<file path="config.mk">
export PLATFORM = sky130hd
export DESIGN_NAME = fsoc_ctrl
export DESIGN_NICKNAME = d
export VERILOG_FILES = /design/src/fsoc_pkg.sv /design/src/fsoc_ctrl.sv
export VERILOG_INCLUDE_DIRS = /design/src
export SDC_FILE = /design/constraint.sdc
export NUM_CORES = 1
export LEC_CHECK = 0
export BUFFER_PORTS_ARGS = -buffer_cell sky130_fd_sc_hd__buf_2
export CAP_MARGIN = 40
export CORE_ASPECT_RATIO = 1.2
export CORE_MARGIN = 1
export CORE_UTILIZATION = 33
export CTS_BUF_LIST = sky130_fd_sc_hd__clkbuf_4 sky130_fd_sc_hd__clkbuf_8
export DETAILED_ROUTE_END_ITERATION = 12
export RECOVER_POWER = 100
export SYNTH_ARGS = -nofsm -noshare
export SYNTH_HDL_FRONTEND = slang
export SYNTH_SLANG_ARGS = --single-unit
</file>
<file path="constraint.sdc">
create_clock -name clk_sys_i -period 1 [get_ports clk_sys_i]
set_input_delay 0 -clock clk_sys_i [delete_from_list [all_inputs] [get_ports clk_sys_i]]
set_output_delay 0 -clock clk_sys_i [all_outputs]
set_load 0.02 [all_outputs]
</file>
<file path="src/fsoc_cfg.svh">
/*
 Constants for the fail-safe output control block.
 Assumes inclusion by bare name; definitions only.
*/
`ifndef FSOC_CFG_SVH
`define FSOC_CFG_SVH

`define FSOC_NCH 12
`define FSOC_HIGH_PAT_RST 12'hfff
`define FSOC_LOW_PAT_RST 12'h000
`define FSOC_POLICY_RST 1'b1
`define FSOC_CH_NONE 12'h000
`define FSOC_SYNC_W 3
`define FSOC_SYNC_RST 3'h7

`endif

</file>
<file path="src/fsoc_pkg.sv">
/*
 Types for the fail-safe output control block.
 Assumes fsoc_cfg.svh is on the include path.
*/
`include "fsoc_cfg.svh"

package fsoc_pkg;
	typedef logic [`FSOC_NCH-1:0] fsoc_ch_t;
	typedef enum logic [0:0] {
		FSOC_NORMAL = 1'b0,
		FSOC_FAILSAFE = 1'b1
	} fsoc_mode_t;
endpackage

</file>
<file path="src/fsoc_ctrl.sv">
/*
 Fail-safe output control: mode entry, pattern selection from the select pin,
 fault line drive and sense, and the fault reaction on the channel outputs.
 Assumes the diagnostic circuits deliver per-channel fault levels on the
 system clock, and that the non-volatile store is written by a one-cycle
 program strobe from the host side.
*/
`timescale 1ns/1ps
`default_nettype none

`include "fsoc_cfg.svh"

module fsoc_ctrl
	import fsoc_pkg::*;
(
	// Clock, reset, enable
	input wire logic clk_sys_i,
	input wire logic srst_i,
	input wire logic ce_i,
	// Supervision
	input wire logic watchdog_en_i,
	input wire logic host_comm_lost_i,
	// Body controller pins
	input wire logic failsafe_select_pin_i,
	input wire logic fault_line_i,
	output logic fault_line_o,
	output logic fault_line_oe_o,
	// Non-volatile programming
	input wire logic nv_prog_i,
	input wire fsoc_ch_t nv_high_pattern_i,
	input wire fsoc_ch_t nv_low_pattern_i,
	input wire logic nv_policy_i,
	// Normal-mode enables from the host register
	input wire fsoc_ch_t host_enable_i,
	// Diagnostics
	input wire fsoc_ch_t channel_fault_i,
	// Status and drive
	output fsoc_mode_t mode_o,
	output fsoc_ch_t channel_enable_bits_o,
	output fsoc_ch_t output_on_o,
	output logic all_off_on_fault_policy_o
);

	fsoc_mode_t mode_q;
	fsoc_ch_t select_high_enable_pattern_q;
	fsoc_ch_t select_low_enable_pattern_q;
	logic all_off_on_fault_policy_q;
	logic [`FSOC_SYNC_W-1:0] sel_sync_q;
	logic [`FSOC_SYNC_W-1:0] flt_sync_q;
	logic sel_q;
	logic flt_low_q;
	fsoc_ch_t channel_enable_bits_q;
	fsoc_ch_t output_on_q;
	logic pull_low_q;
	fsoc_ch_t output_on_d;

	// Fail-safe is left only by reset; host return is out of scope here
	always_ff @(posedge clk_sys_i) begin
		if (srst_i) begin
			mode_q <= FSOC_NORMAL;
		end else if (ce_i) begin
			if (watchdog_en_i && host_comm_lost_i) begin
				mode_q <= FSOC_FAILSAFE;
			end
		end
	end

	// Reset values stand in for the factory-burnt store contents
	always_ff @(posedge clk_sys_i) begin
		if (srst_i) begin
			select_high_enable_pattern_q <= `FSOC_HIGH_PAT_RST;
			select_low_enable_pattern_q <= `FSOC_LOW_PAT_RST;
			all_off_on_fault_policy_q <= `FSOC_POLICY_RST;
		end else if (ce_i && nv_prog_i) begin
			select_high_enable_pattern_q <= nv_high_pattern_i;
			select_low_enable_pattern_q <= nv_low_pattern_i;
			all_off_on_fault_policy_q <= nv_policy_i;
		end
	end

	// Pin synchronisers: first stage feeds only the second
	always_ff @(posedge clk_sys_i) begin
		if (srst_i) begin
			sel_sync_q <= `FSOC_SYNC_RST;
			flt_sync_q <= `FSOC_SYNC_RST;
			sel_q <= 1'b1;
			flt_low_q <= 1'b0;
		end else if (ce_i) begin
			sel_sync_q <= {sel_sync_q[1:0], failsafe_select_pin_i};
			flt_sync_q <= {flt_sync_q[1:0], fault_line_i};
			if (sel_sync_q[1] == sel_sync_q[2]) begin
				sel_q <= sel_sync_q[2];
			end
			if (flt_sync_q[1] == flt_sync_q[2]) begin
				flt_low_q <= ~flt_sync_q[2];
			end
		end
	end

	// Channel enable bits follow the selected pattern in fail-safe mode
	always_ff @(posedge clk_sys_i) begin
		if (srst_i) begin
			channel_enable_bits_q <= `FSOC_CH_NONE;
		end else if (ce_i) begin
			if (mode_q == FSOC_FAILSAFE) begin
				if (sel_q) begin
					channel_enable_bits_q <= select_high_enable_pattern_q;
				end else begin
					channel_enable_bits_q <= select_low_enable_pattern_q;
				end
			end else begin
				channel_enable_bits_q <= host_enable_i;
			end
		end
	end

	// Failed channels are always off; retry is implicit, a cleared fault re-enables
	always_comb begin
		output_on_d = channel_enable_bits_q & ~channel_fault_i;
		if (mode_q == FSOC_FAILSAFE && flt_low_q && all_off_on_fault_policy_q) begin
			output_on_d = `FSOC_CH_NONE;
		end
	end

	always_ff @(posedge clk_sys_i) begin
		if (srst_i) begin
			output_on_q <= `FSOC_CH_NONE;
			pull_low_q <= 1'b0;
		end else if (ce_i) begin
			output_on_q <= output_on_d;
			pull_low_q <= |channel_fault_i;
		end
	end

	// Open drain: output data always low, enable low means driving
	assign fault_line_o = 1'b0;
	assign fault_line_oe_o = ~pull_low_q;
	assign mode_o = mode_q;
	assign channel_enable_bits_o = channel_enable_bits_q;
	assign output_on_o = output_on_q;
	assign all_off_on_fault_policy_o = all_off_on_fault_policy_q;

endmodule

`default_nettype wire

</file>
==> impl_metrics.py, run 1 <==
metrics = {
    "die": {
        "design.portCount": 85,
        "core_sq_um": 7360,
        "rows": 34,
        "start_util_pct": 34.4,
        "dieArea_sq_um": 8040,
        "die_h_um": 98.0,
        "fp.dieW_um": 82.0,
    },
    "pwr": {
        "pwr-share-clk_pct": 44.2,
        "switching_share_pct": 24.4,
        "pwr-share-comb_pct": 13.4,
        "peakVddDrop_uv": 658,
        "powerDensity_nw_per_um2": 1590,
        "leakage_uw": 0.00165,
        "design_power_total_uw": 6060,
        "switchingPower_uw": 1480,
        "p_int_uw": 4580,
        "p_seq_share_pct": 42.4,
    },
    "yosys": {
        "ys_warn_count": 0,
        "synth_area_per_cell_sq_um": 8.68,
        "syn-num-nets": 349,
        "synthMuxAreaShare_pct": 4.74,
        "synth_top_family_by_area": "simple AND/OR/NAND/NOR gates",
        "synth-simple-area-share_pct": 27.5,
        "syn-cell-area_sq_um": 2530,
        "synth.yosys.seq_area_share_pct": 46.6,
        "synth-adder-area-share_pct": 0,
        "synthCells": 292,
        "synthXorXnorAreaFrac_pct": 0,
        "synth_compound_area_share_pct": 15.1,
        "synth_cell_types": 28,
        "yosys_register_bits": 59,
    },
    "job": {
        "maxCapViolCount": 0,
    },
    "timing": {
        "rsz0062_at_grt": "yes",
        "timing.final.crit_share_pct": 105,
        "maxSlewViolCount": 0,
        "setup_viol": 13,
        "tightest_slew_ps": 502,
        "hold_violations": 0,
        "setup_ws_ps": -49.3,
        "clock.fmax_mhz": 953,
        "period_needed_ps": 1050,
        "worst_clock_skew_ps": 7.16,
        "hold_slack_ps": 25.7,
        "slew_headroom_pct": 66.6,
    },
    "detailed_routing": {
        "drt_pass1_iterations": 4,
        "drt_iter0_markers": 37,
        "ant_nets": 0,
        "via_count": 2395,
        "routed_wl_um": 6840,
        "wl_per_cell_um": 13.4,
        "vias_per_cell": 4.71,
        "drc": 0,
    },
    "place": {
        "dpl_cell_area_sq_um": 3050,
        "io_buffer_count": 83,
        "dp_hpwl_um": 4270,
        "dp.cells": 449,
        "place_congestion": 0.750,
    },
    "cts": {
        "cts_sinks": 59,
        "clock_latency_ps": 340,
        "cts_buffer_depth": 2,
        "cts_tree": "done",
        "htreeDepth": 3,
        "cts_root_buffer": "clkbuf_8",
        "clk_pin_slew_ps": 70,
        "cts_inserted_buffers": 9,
    },
    "global_route": {
        "grtUsageTotal_pct": 16.6,
        "gr-total-overflow": 0,
        "antenna_found_initial": 0,
        "grt_pass1_wl_um": 10200,
        "grt_start_max_net_pins": 33,
        "grt_pass1_vias": 2239,
    },
    "worst_setup_path": {
        "endpoint_kind": "register",
        "timing.rr.start": "sel_q",
        "required_ps": 1220,
        "cp.buffers_inverters": 1,
        "cp_top_family": "flip-flops",
        "critPathKind": "reg -> reg",
        "max_stage_delay_ps": 380,
        "crit_chain": "clkbuf_16 > mux2i_2 > a211o_1 > o21ai_1",
        "crit_fanout": 5,
        "critPathLaunchType": "register",
        "arrival_ps": 1270,
        "crit_start": "sel_q",
        "crit_slowest_cell": "dfxtp_4",
    },
    "finish": {
        "antennaDiodeCount": 0,
        "nets": 471,
        "fin_cells": 509,
        "fillCellCount": 712,
        "fin_area_sq_um": 3820,
        "utilization_pct": 51.9,
        "drive_above_1_share_pct": 26.7,
        "syn_to_final_growth_pct": 50.6,
    },
    "hold_path": {
        "hp-start": "host_enable_i[7]",
        "hp-class": "in -> reg",
    },
    "run_status": {
        "violations": "negative setup slack",
        "status": "complete, but fails checks",
    },
}
sequential cells by signal, indices dropped and copies added, names as in the netlist:
signal	count
all_off_on_fault_policy_o	1
channel_enable_bits_o	12
flt_low_q	1
flt_sync_q	3
mode_o	1
output_on_o	12
pull_low_q	1
sel_q	1
sel_sync_q	3
select_high_enable_pattern_q	12
select_low_enable_pattern_q	12
path summary, 6_finish.rpt:
path	end	slack (ps)	cells past startpoint
worst max-delay path	channel_enable_bits_o[1]	-50	4
worst min-delay path	channel_enable_bits_o[7]	30	4
worst max register to register	channel_enable_bits_o[1]	-50	4
worst min register to register	select_low_enable_pattern_q[9]	460	2
per-stage QoR:
| step | setup slack, ps | TNS, ps |
|---|---|---|
| after floorplan | -26.0 | -208 |
| after global placement | -53.9 | -240 |
| after detailed placement | -62.5 | -519 |
| after CTS | -31.3 | -347 |
| after global routing | -105 | -1030 |
| final | -49.3 | -396 |
placed cells by master (no fill, tap or decap), types with 2 or more instances in the layout:
cell type / n
mux2i_2: 6
bufinv_16: 3
a21oi_1: 29
nand2b_1: 26
mux2i_1: 6
a211o_1: 16
buf_4: 5
clkbuf_8: 9
dfxtp_1: 57
dfxtp_4: 2
nor4_2: 2
inv_6: 2
nor2b_1: 6
buf_2: 56
nand4b_1: 12
nor2_1: 14
buf_12: 4
clkbuf_1: 12
nand3b_1: 13
nand2_1: 52
clkbuf_16: 3
clkbuf_2: 14
o21ai_0: 3
inv_1: 3
dlygate4sd3_1: 41
o21ai_1: 12
layer usage:
metal | track usage (%) | share of wire [%] | vias to the layer above
met5 | 0 | 0 | -
met4 | 7.29 | 1.7 | 0
met3 | 3.93 | 3.7 | 11
met2 | 26.3 | 47 | 67
met1 | 21.1 | 48 | 1079
li1 | - | - | 1238
layout make-up:
| type | instances | area, sq um | area share, % |
|---|---|---|---|
| clock buffers | 9 | 124 | 3.24 |
| clock inverters | 7 | 123 | 3.21 |
| inverters | 3 | 11.3 | 0.295 |
| multi-input cells | 205 | 1250 | 32.6 |
| flip-flops and latches | 59 | 1190 | 31.1 |
| well taps | 90 | 113 | 2.95 |
| repair buffers | 136 | 1010 | 26.5 |
cells by family after synthesis:
| kind of cell | count (synthesis) |
|---|---|
| compound gates | 63 |
| mux | 12 |
| simple gates | 129 |
| buf+inv | 28 |
| flops | 59 |
| other cells | 1 |
tightest hold or removal path, stage by stage:
cell	delay, ps
buf_2	90
nor2_1	80
a211o_1	100
o21ai_1	50
synthesized netlist by cell type:
master    number  area, sq um
nand4b_1      12          105
clkbuf_1       7         26.3
buf_1          1         3.75
a211o_1       16          140
o21bai_1       1         7.51
buf_12         1         20.0
a31oi_1        1         6.26
mux2i_1       12          120
inv_1          3         11.3
a21oi_1       29          145
nand2_2        1         6.26
nor4_2         1         12.5
buf_2         13         65.1
o21ai_0        8         40.0
nor4_1         1         6.26
and2_1         1         6.26
buf_4          3         22.5
nor2b_1        6         37.5
conb_1         1         3.75
nand3b_1      13         97.6
nor2_1        14         52.6
or4_4          1         11.3
nand2b_1      26          163
o21ai_1        7         35.0
a311oi_1       1         8.76
nand2_1       52          195
nand3_1        1         5.00
dfxtp_1       59         1180
power by group through the flow:
stage	combinational (uW)	sequential (uW)	clock, uW
2_1_floorplan	354	2650	0
3_3_place_gp	648	2610	0
3_5_place_dp	658	2610	0
4_1_cts	785	2550	2750
5_1_grt	892	2580	2870
6_report	813	2560	2680
repair_timing:
action,CTS,global route
hold buffers,41,0
gates resized for setup,3,12
cloned,0,3
hold endpoints to repair,40,0
setup buffers,0,0
pin swaps,0,2
setup endpoints to repair,25,27
Power figures use the tool's default switching activity.
==> inputs of run 2 (changes only) <==
- CORE_MARGIN: 1 -> 3
- TNS_END_PERCENT: not set -> 30
==> impl_metrics.py, run 2 (synthesis gave the netlist of run 1 again) <==
metrics = {
    "run_status": {
        "violations": "negative setup slack",
        "status": "complete, but fails checks",
    },
    "timing": {
        "maxSlewViolCount": 0,
        "hold_violations": 0,
        "period_needed_ps": 1060,
        "hold_slack_ps": 34.1,
        "clock.fmax_mhz": 948,
        "rsz0062_at_grt": "yes",
        "setup_viol": 9,
        "worst_clock_skew_ps": 7.57,
        "timing.final.crit_share_pct": 106,
        "setup_ws_ps": -55.1,
    },
    "die": {
        "core_sq_um": 7360,
        "dieArea_sq_um": 8770,
        "fp.dieW_um": 86.0,
        "die_h_um": 102,
        "start_util_pct": 34.4,
        "rows": 34,
        "design.portCount": 85,
    },
    "finish": {
        "fillCellCount": 721,
        "final_common_cell": "dfxtp_1",
        "nets": 469,
        "syn_to_final_growth_pct": 47.3,
        "antennaDiodeCount": 0,
        "fin_area_sq_um": 3730,
        "final_cell_mix": "dfxtp_1, buf_2, nand2_1, dlygate4sd3_1, a21oi_1",
        "drive_above_1_share_pct": 24.9,
    },
    "detailed_routing": {
        "drt_iter0_markers": 98,
        "drt_pass1_iterations": 4,
        "vias_per_cell": 4.71,
        "routed_wl_um": 6900,
        "wl_per_cell_um": 13.6,
        "drc": 0,
        "ant_nets": 0,
        "via_count": 2390,
    },
    "cts": {
        "clock_latency_ps": 330,
        "cts_buffer_depth": 2,
        "cts_root_buffer": "clkbuf_8",
        "cts_inserted_buffers": 9,
        "htreeDepth": 3,
        "clk_pin_slew_ps": 70,
        "cts_sinks": 59,
        "cts_tree": "done",
        "cts_setup_buffers": 0,
    },
    "worst_setup_path": {
        "arrival_ps": 1270,
        "required_ps": 1220,
        "endpoint_kind": "register",
        "max_stage_delay_ps": 380,
        "critPathLaunchType": "register",
        "crit_chain": "buf_12 > mux2i_1 > a211o_1 > o21ai_1",
        "crit_slowest_cell": "dfxtp_4",
        "crit_fanout": 7,
        "critPathKind": "reg -> reg",
    },
    "global_route": {
        "grt_pass1_wl_um": 10600,
        "grtUsageTotal_pct": 15.4,
        "grt_pass1_vias": 2185,
        "antenna_found_initial": 0,
        "grt_start_max_net_pins": 56,
        "gr-total-overflow": 0,
    },
    "job": {
        "maxCapViolCount": 0,
    },
    "place": {
        "io_buffer_count": 83,
        "dp_hpwl_um": 4390,
        "dpl_cell_area_sq_um": 3040,
        "place_congestion": 0.768,
    },
    "pwr": {
        "leakage_uw": 0.00164,
        "powerDensity_nw_per_um2": 1500,
        "peakVddDrop_uv": 824,
    },
    "hold_path": {
        "hp-class": "in -> reg",
    },
}
run 2: cell type report:
class | instances | area, sq um | area share [%]
clock buffers | 12 | 165 | 4.42
clock inverters | 4 | 47.5 | 1.27
flip-flops and latches | 59 | 1190 | 31.8
inverters | 3 | 11.3 | 0.302
well taps | 90 | 113 | 3.02
multi-input cells | 205 | 1230 | 32.9
repair buffers | 134 | 982 | 26.3
run 2: routing by layer:
metal	up-vias	share of wire, %	global-route usage (%)
met2	64	47	23.8
met5	-	0	0
met4	0	2.6	8.40
met1	1075	46	20.0
li1	1237	-	-
met3	14	4.3	3.55
run 2: timing repair:
item,4_1_cts,5_1_grt
setup endpoints to repair,21,27
hold buffers,41,0
gates resized for setup,8,3
gates cloned,1,1
pin swaps,4,1
hold endpoints to repair,41,0
run 2: power by group:
group / total, uW / internal, uW / switching, uW
registers: 2560 / 2470 / 88.9
clock network: 2270 / 1350 / 920
logic: 793 / 417 / 376
total: 5620 / 4240 / 1390
run 2: worst max-delay path, delay by kind of cell (launching register included):
family	cells	cell delay, ps
DFF	1	380
AOI/OAI and AO/OA	2	210
muxes	1	220
buffers and inverters	1	140
run 2: path summary, 6_finish.rpt:
kind         cells after the start                            from                        endpoint  slack (ps)
min reg2reg                      2  select_low_enable_pattern_q[5]  select_low_enable_pattern_q[5]         450
max                              4                           sel_q        channel_enable_bits_o[9]         -60
max reg2reg                      4                           sel_q        channel_enable_bits_o[9]         -60
min                              4                host_enable_i[7]        channel_enable_bits_o[7]          30
run 2: through the flow:
step	std cells	setup slack, ps	total power, uW	TNS (ps)	util, %
5_1_grt	507	-97.1	5890	-859	50.7
4_1_cts	506	-41.2	5690	-284	50.4
3_3_place_gp	448	-33.3	3250	-153	41.4
3_5_place_dp	448	-76.6	3260	-351	41.4
6_report	507	-55.1	5620	-250	50.7
2_1_floorplan	292	-26.0	3000	-208	-
==> inputs of run 3 (changes only) <==
- clock period: 1 -> 0.88 ns (I/O delays scaled with it)
==> impl_metrics.py, run 3 (synthesis gave the netlist of run 1 again) <==
metrics = {
    "cts": {
        "clock_latency_ps": 340,
        "cts_root_buffer": "clkbuf_8",
        "cts_sinks": 59,
        "cts_tree": "done",
        "htreeDepth": 3,
        "cts_inserted_buffers": 9,
        "cts_buffer_depth": 2,
        "clk_pin_slew_ps": 60,
    },
    "timing": {
        "setup_ws_ps": -172,
        "maxSlewViolCount": 0,
        "period_needed_ps": 1050,
        "hold_violations": 0,
        "rsz0062_at_grt": "yes",
        "hold_slack_ps": 25.4,
        "setup_viol": 27,
        "worst_clock_skew_ps": 9.84,
        "timing.final.crit_share_pct": 120,
        "clock.fmax_mhz": 951,
    },
    "pwr": {
        "leakage_uw": 0.00174,
        "peakVddDrop_uv": 967,
        "powerDensity_nw_per_um2": 1720,
    },
    "die": {
        "rows": 34,
        "fp.dieW_um": 86.0,
        "design.portCount": 85,
        "core_sq_um": 7360,
        "die_h_um": 102,
        "start_util_pct": 34.4,
        "dieArea_sq_um": 8770,
    },
    "global_route": {
        "grt_start_max_net_pins": 31,
        "antenna_found_initial": 0,
        "grtUsageTotal_pct": 15.2,
        "gr-total-overflow": 0,
        "grt_pass1_wl_um": 10500,
        "grt_pass1_vias": 2272,
    },
    "finish": {
        "nets": 474,
        "antennaDiodeCount": 0,
        "final_cell_mix": "buf_2, nand2_1, dfxtp_1, dlygate4sd3_1, a21oi_1",
        "drive_above_1_share_pct": 31.8,
        "utilization_pct": 52.7,
        "syn_to_final_growth_pct": 53.1,
        "final_common_cell": "buf_2",
    },
    "run_status": {
        "status": "complete, but fails checks",
        "violations": "negative setup slack",
    },
    "detailed_routing": {
        "via_count": 2394,
        "met1_length_um": 3100,
        "wl_per_cell_um": 12.9,
        "vias_per_cell": 4.68,
        "drt_pass1_iterations": 4,
        "drc": 0,
        "top_layer": "met4",
        "dr_wl_met2_um": 3040,
        "ant_nets": 0,
        "routed_wl_um": 6630,
        "drt_iter0_markers": 97,
        "wl_met3_um": 343,
    },
    "job": {
        "maxCapViolCount": 0,
    },
    "hold_path": {
        "hp-class": "in -> reg",
        "hold_depth": 4,
    },
    "worst_setup_path": {
        "critPathLaunchType": "register",
        "critPathKind": "reg -> reg",
        "arrival_ps": 1280,
        "endpoint_kind": "register",
        "required_ps": 1110,
        "rr_worst_depth": 4,
        "crit_fanout": 7,
    },
    "place": {
        "dp_hpwl_um": 4440,
        "place_congestion": 0.776,
        "io_buffer_count": 83,
    },
}
-- run 3: where the power goes --
part	internal [uW]	switching (uW)	total [uW]
Sequential	2820	98.7	2920
Combinational	520	431	951
Clock	1780	1040	2820
-- run 3: final timing paths --
path / from / to / slack [ps]
worst min-delay path: host_enable_i[10] / channel_enable_bits_o[10] / 30
worst min register to register: flt_sync_q[0] / flt_sync_q[1] / 460
worst max register to register: sel_q / channel_enable_bits_o[3] / -170
worst max-delay path: sel_q / channel_enable_bits_o[3] / -170
-- run 3: cell type report --
cell class / instances / area [sq um]
Tap cell: 90 / 113
Fill cell: 700 / 3480
Timing Repair Buffer: 139 / 1090
Inverter: 3 / 11.3
Clock inverter: 4 / 72.6
Clock buffer: 12 / 159
Multi-Input combinational cell: 205 / 1230
Sequential cell: 59 / 1200
-- run 3: routing by layer --
layer	global-route usage (%)	vias to the layer above
li1	-	1241
met1	19.3	1077
met2	24.1	65
met3	3.47	11
met4	7.92	0
met5	0	-
-- run 3: worst max-delay path: stages (launching register included) --
cell	delay [ps]
dfxtp_4	380
buf_12	130
mux2i_1	200
a211o_1	170
o21ai_1	60
-- run 3: through the flow --
step                instances  cell area [sq um]  setup TNS [ps]  power [uW]  setup WS (ps)
floorplan                 292               2580           -2730        3410           -146
global placement          453               3120           -2690        3730           -142
detailed placement        453               3120           -3100        3740           -181
CTS                       512               3860           -2040        6760           -181
global route              512               3880           -3560        6990           -241
finish                    512               3880           -2180        6690           -172
-- run 3: repair_timing --
action / 4_1_cts / 5_1_grt
pin swaps: 5 / 5
hold endpoints to repair: 40 / 0
cloned: 1 / 0
setup endpoints to repair: 37 / 34
buffers inserted: 1 / 0
gates resized for setup: 28 / 13
hold buffers: 41 / 0
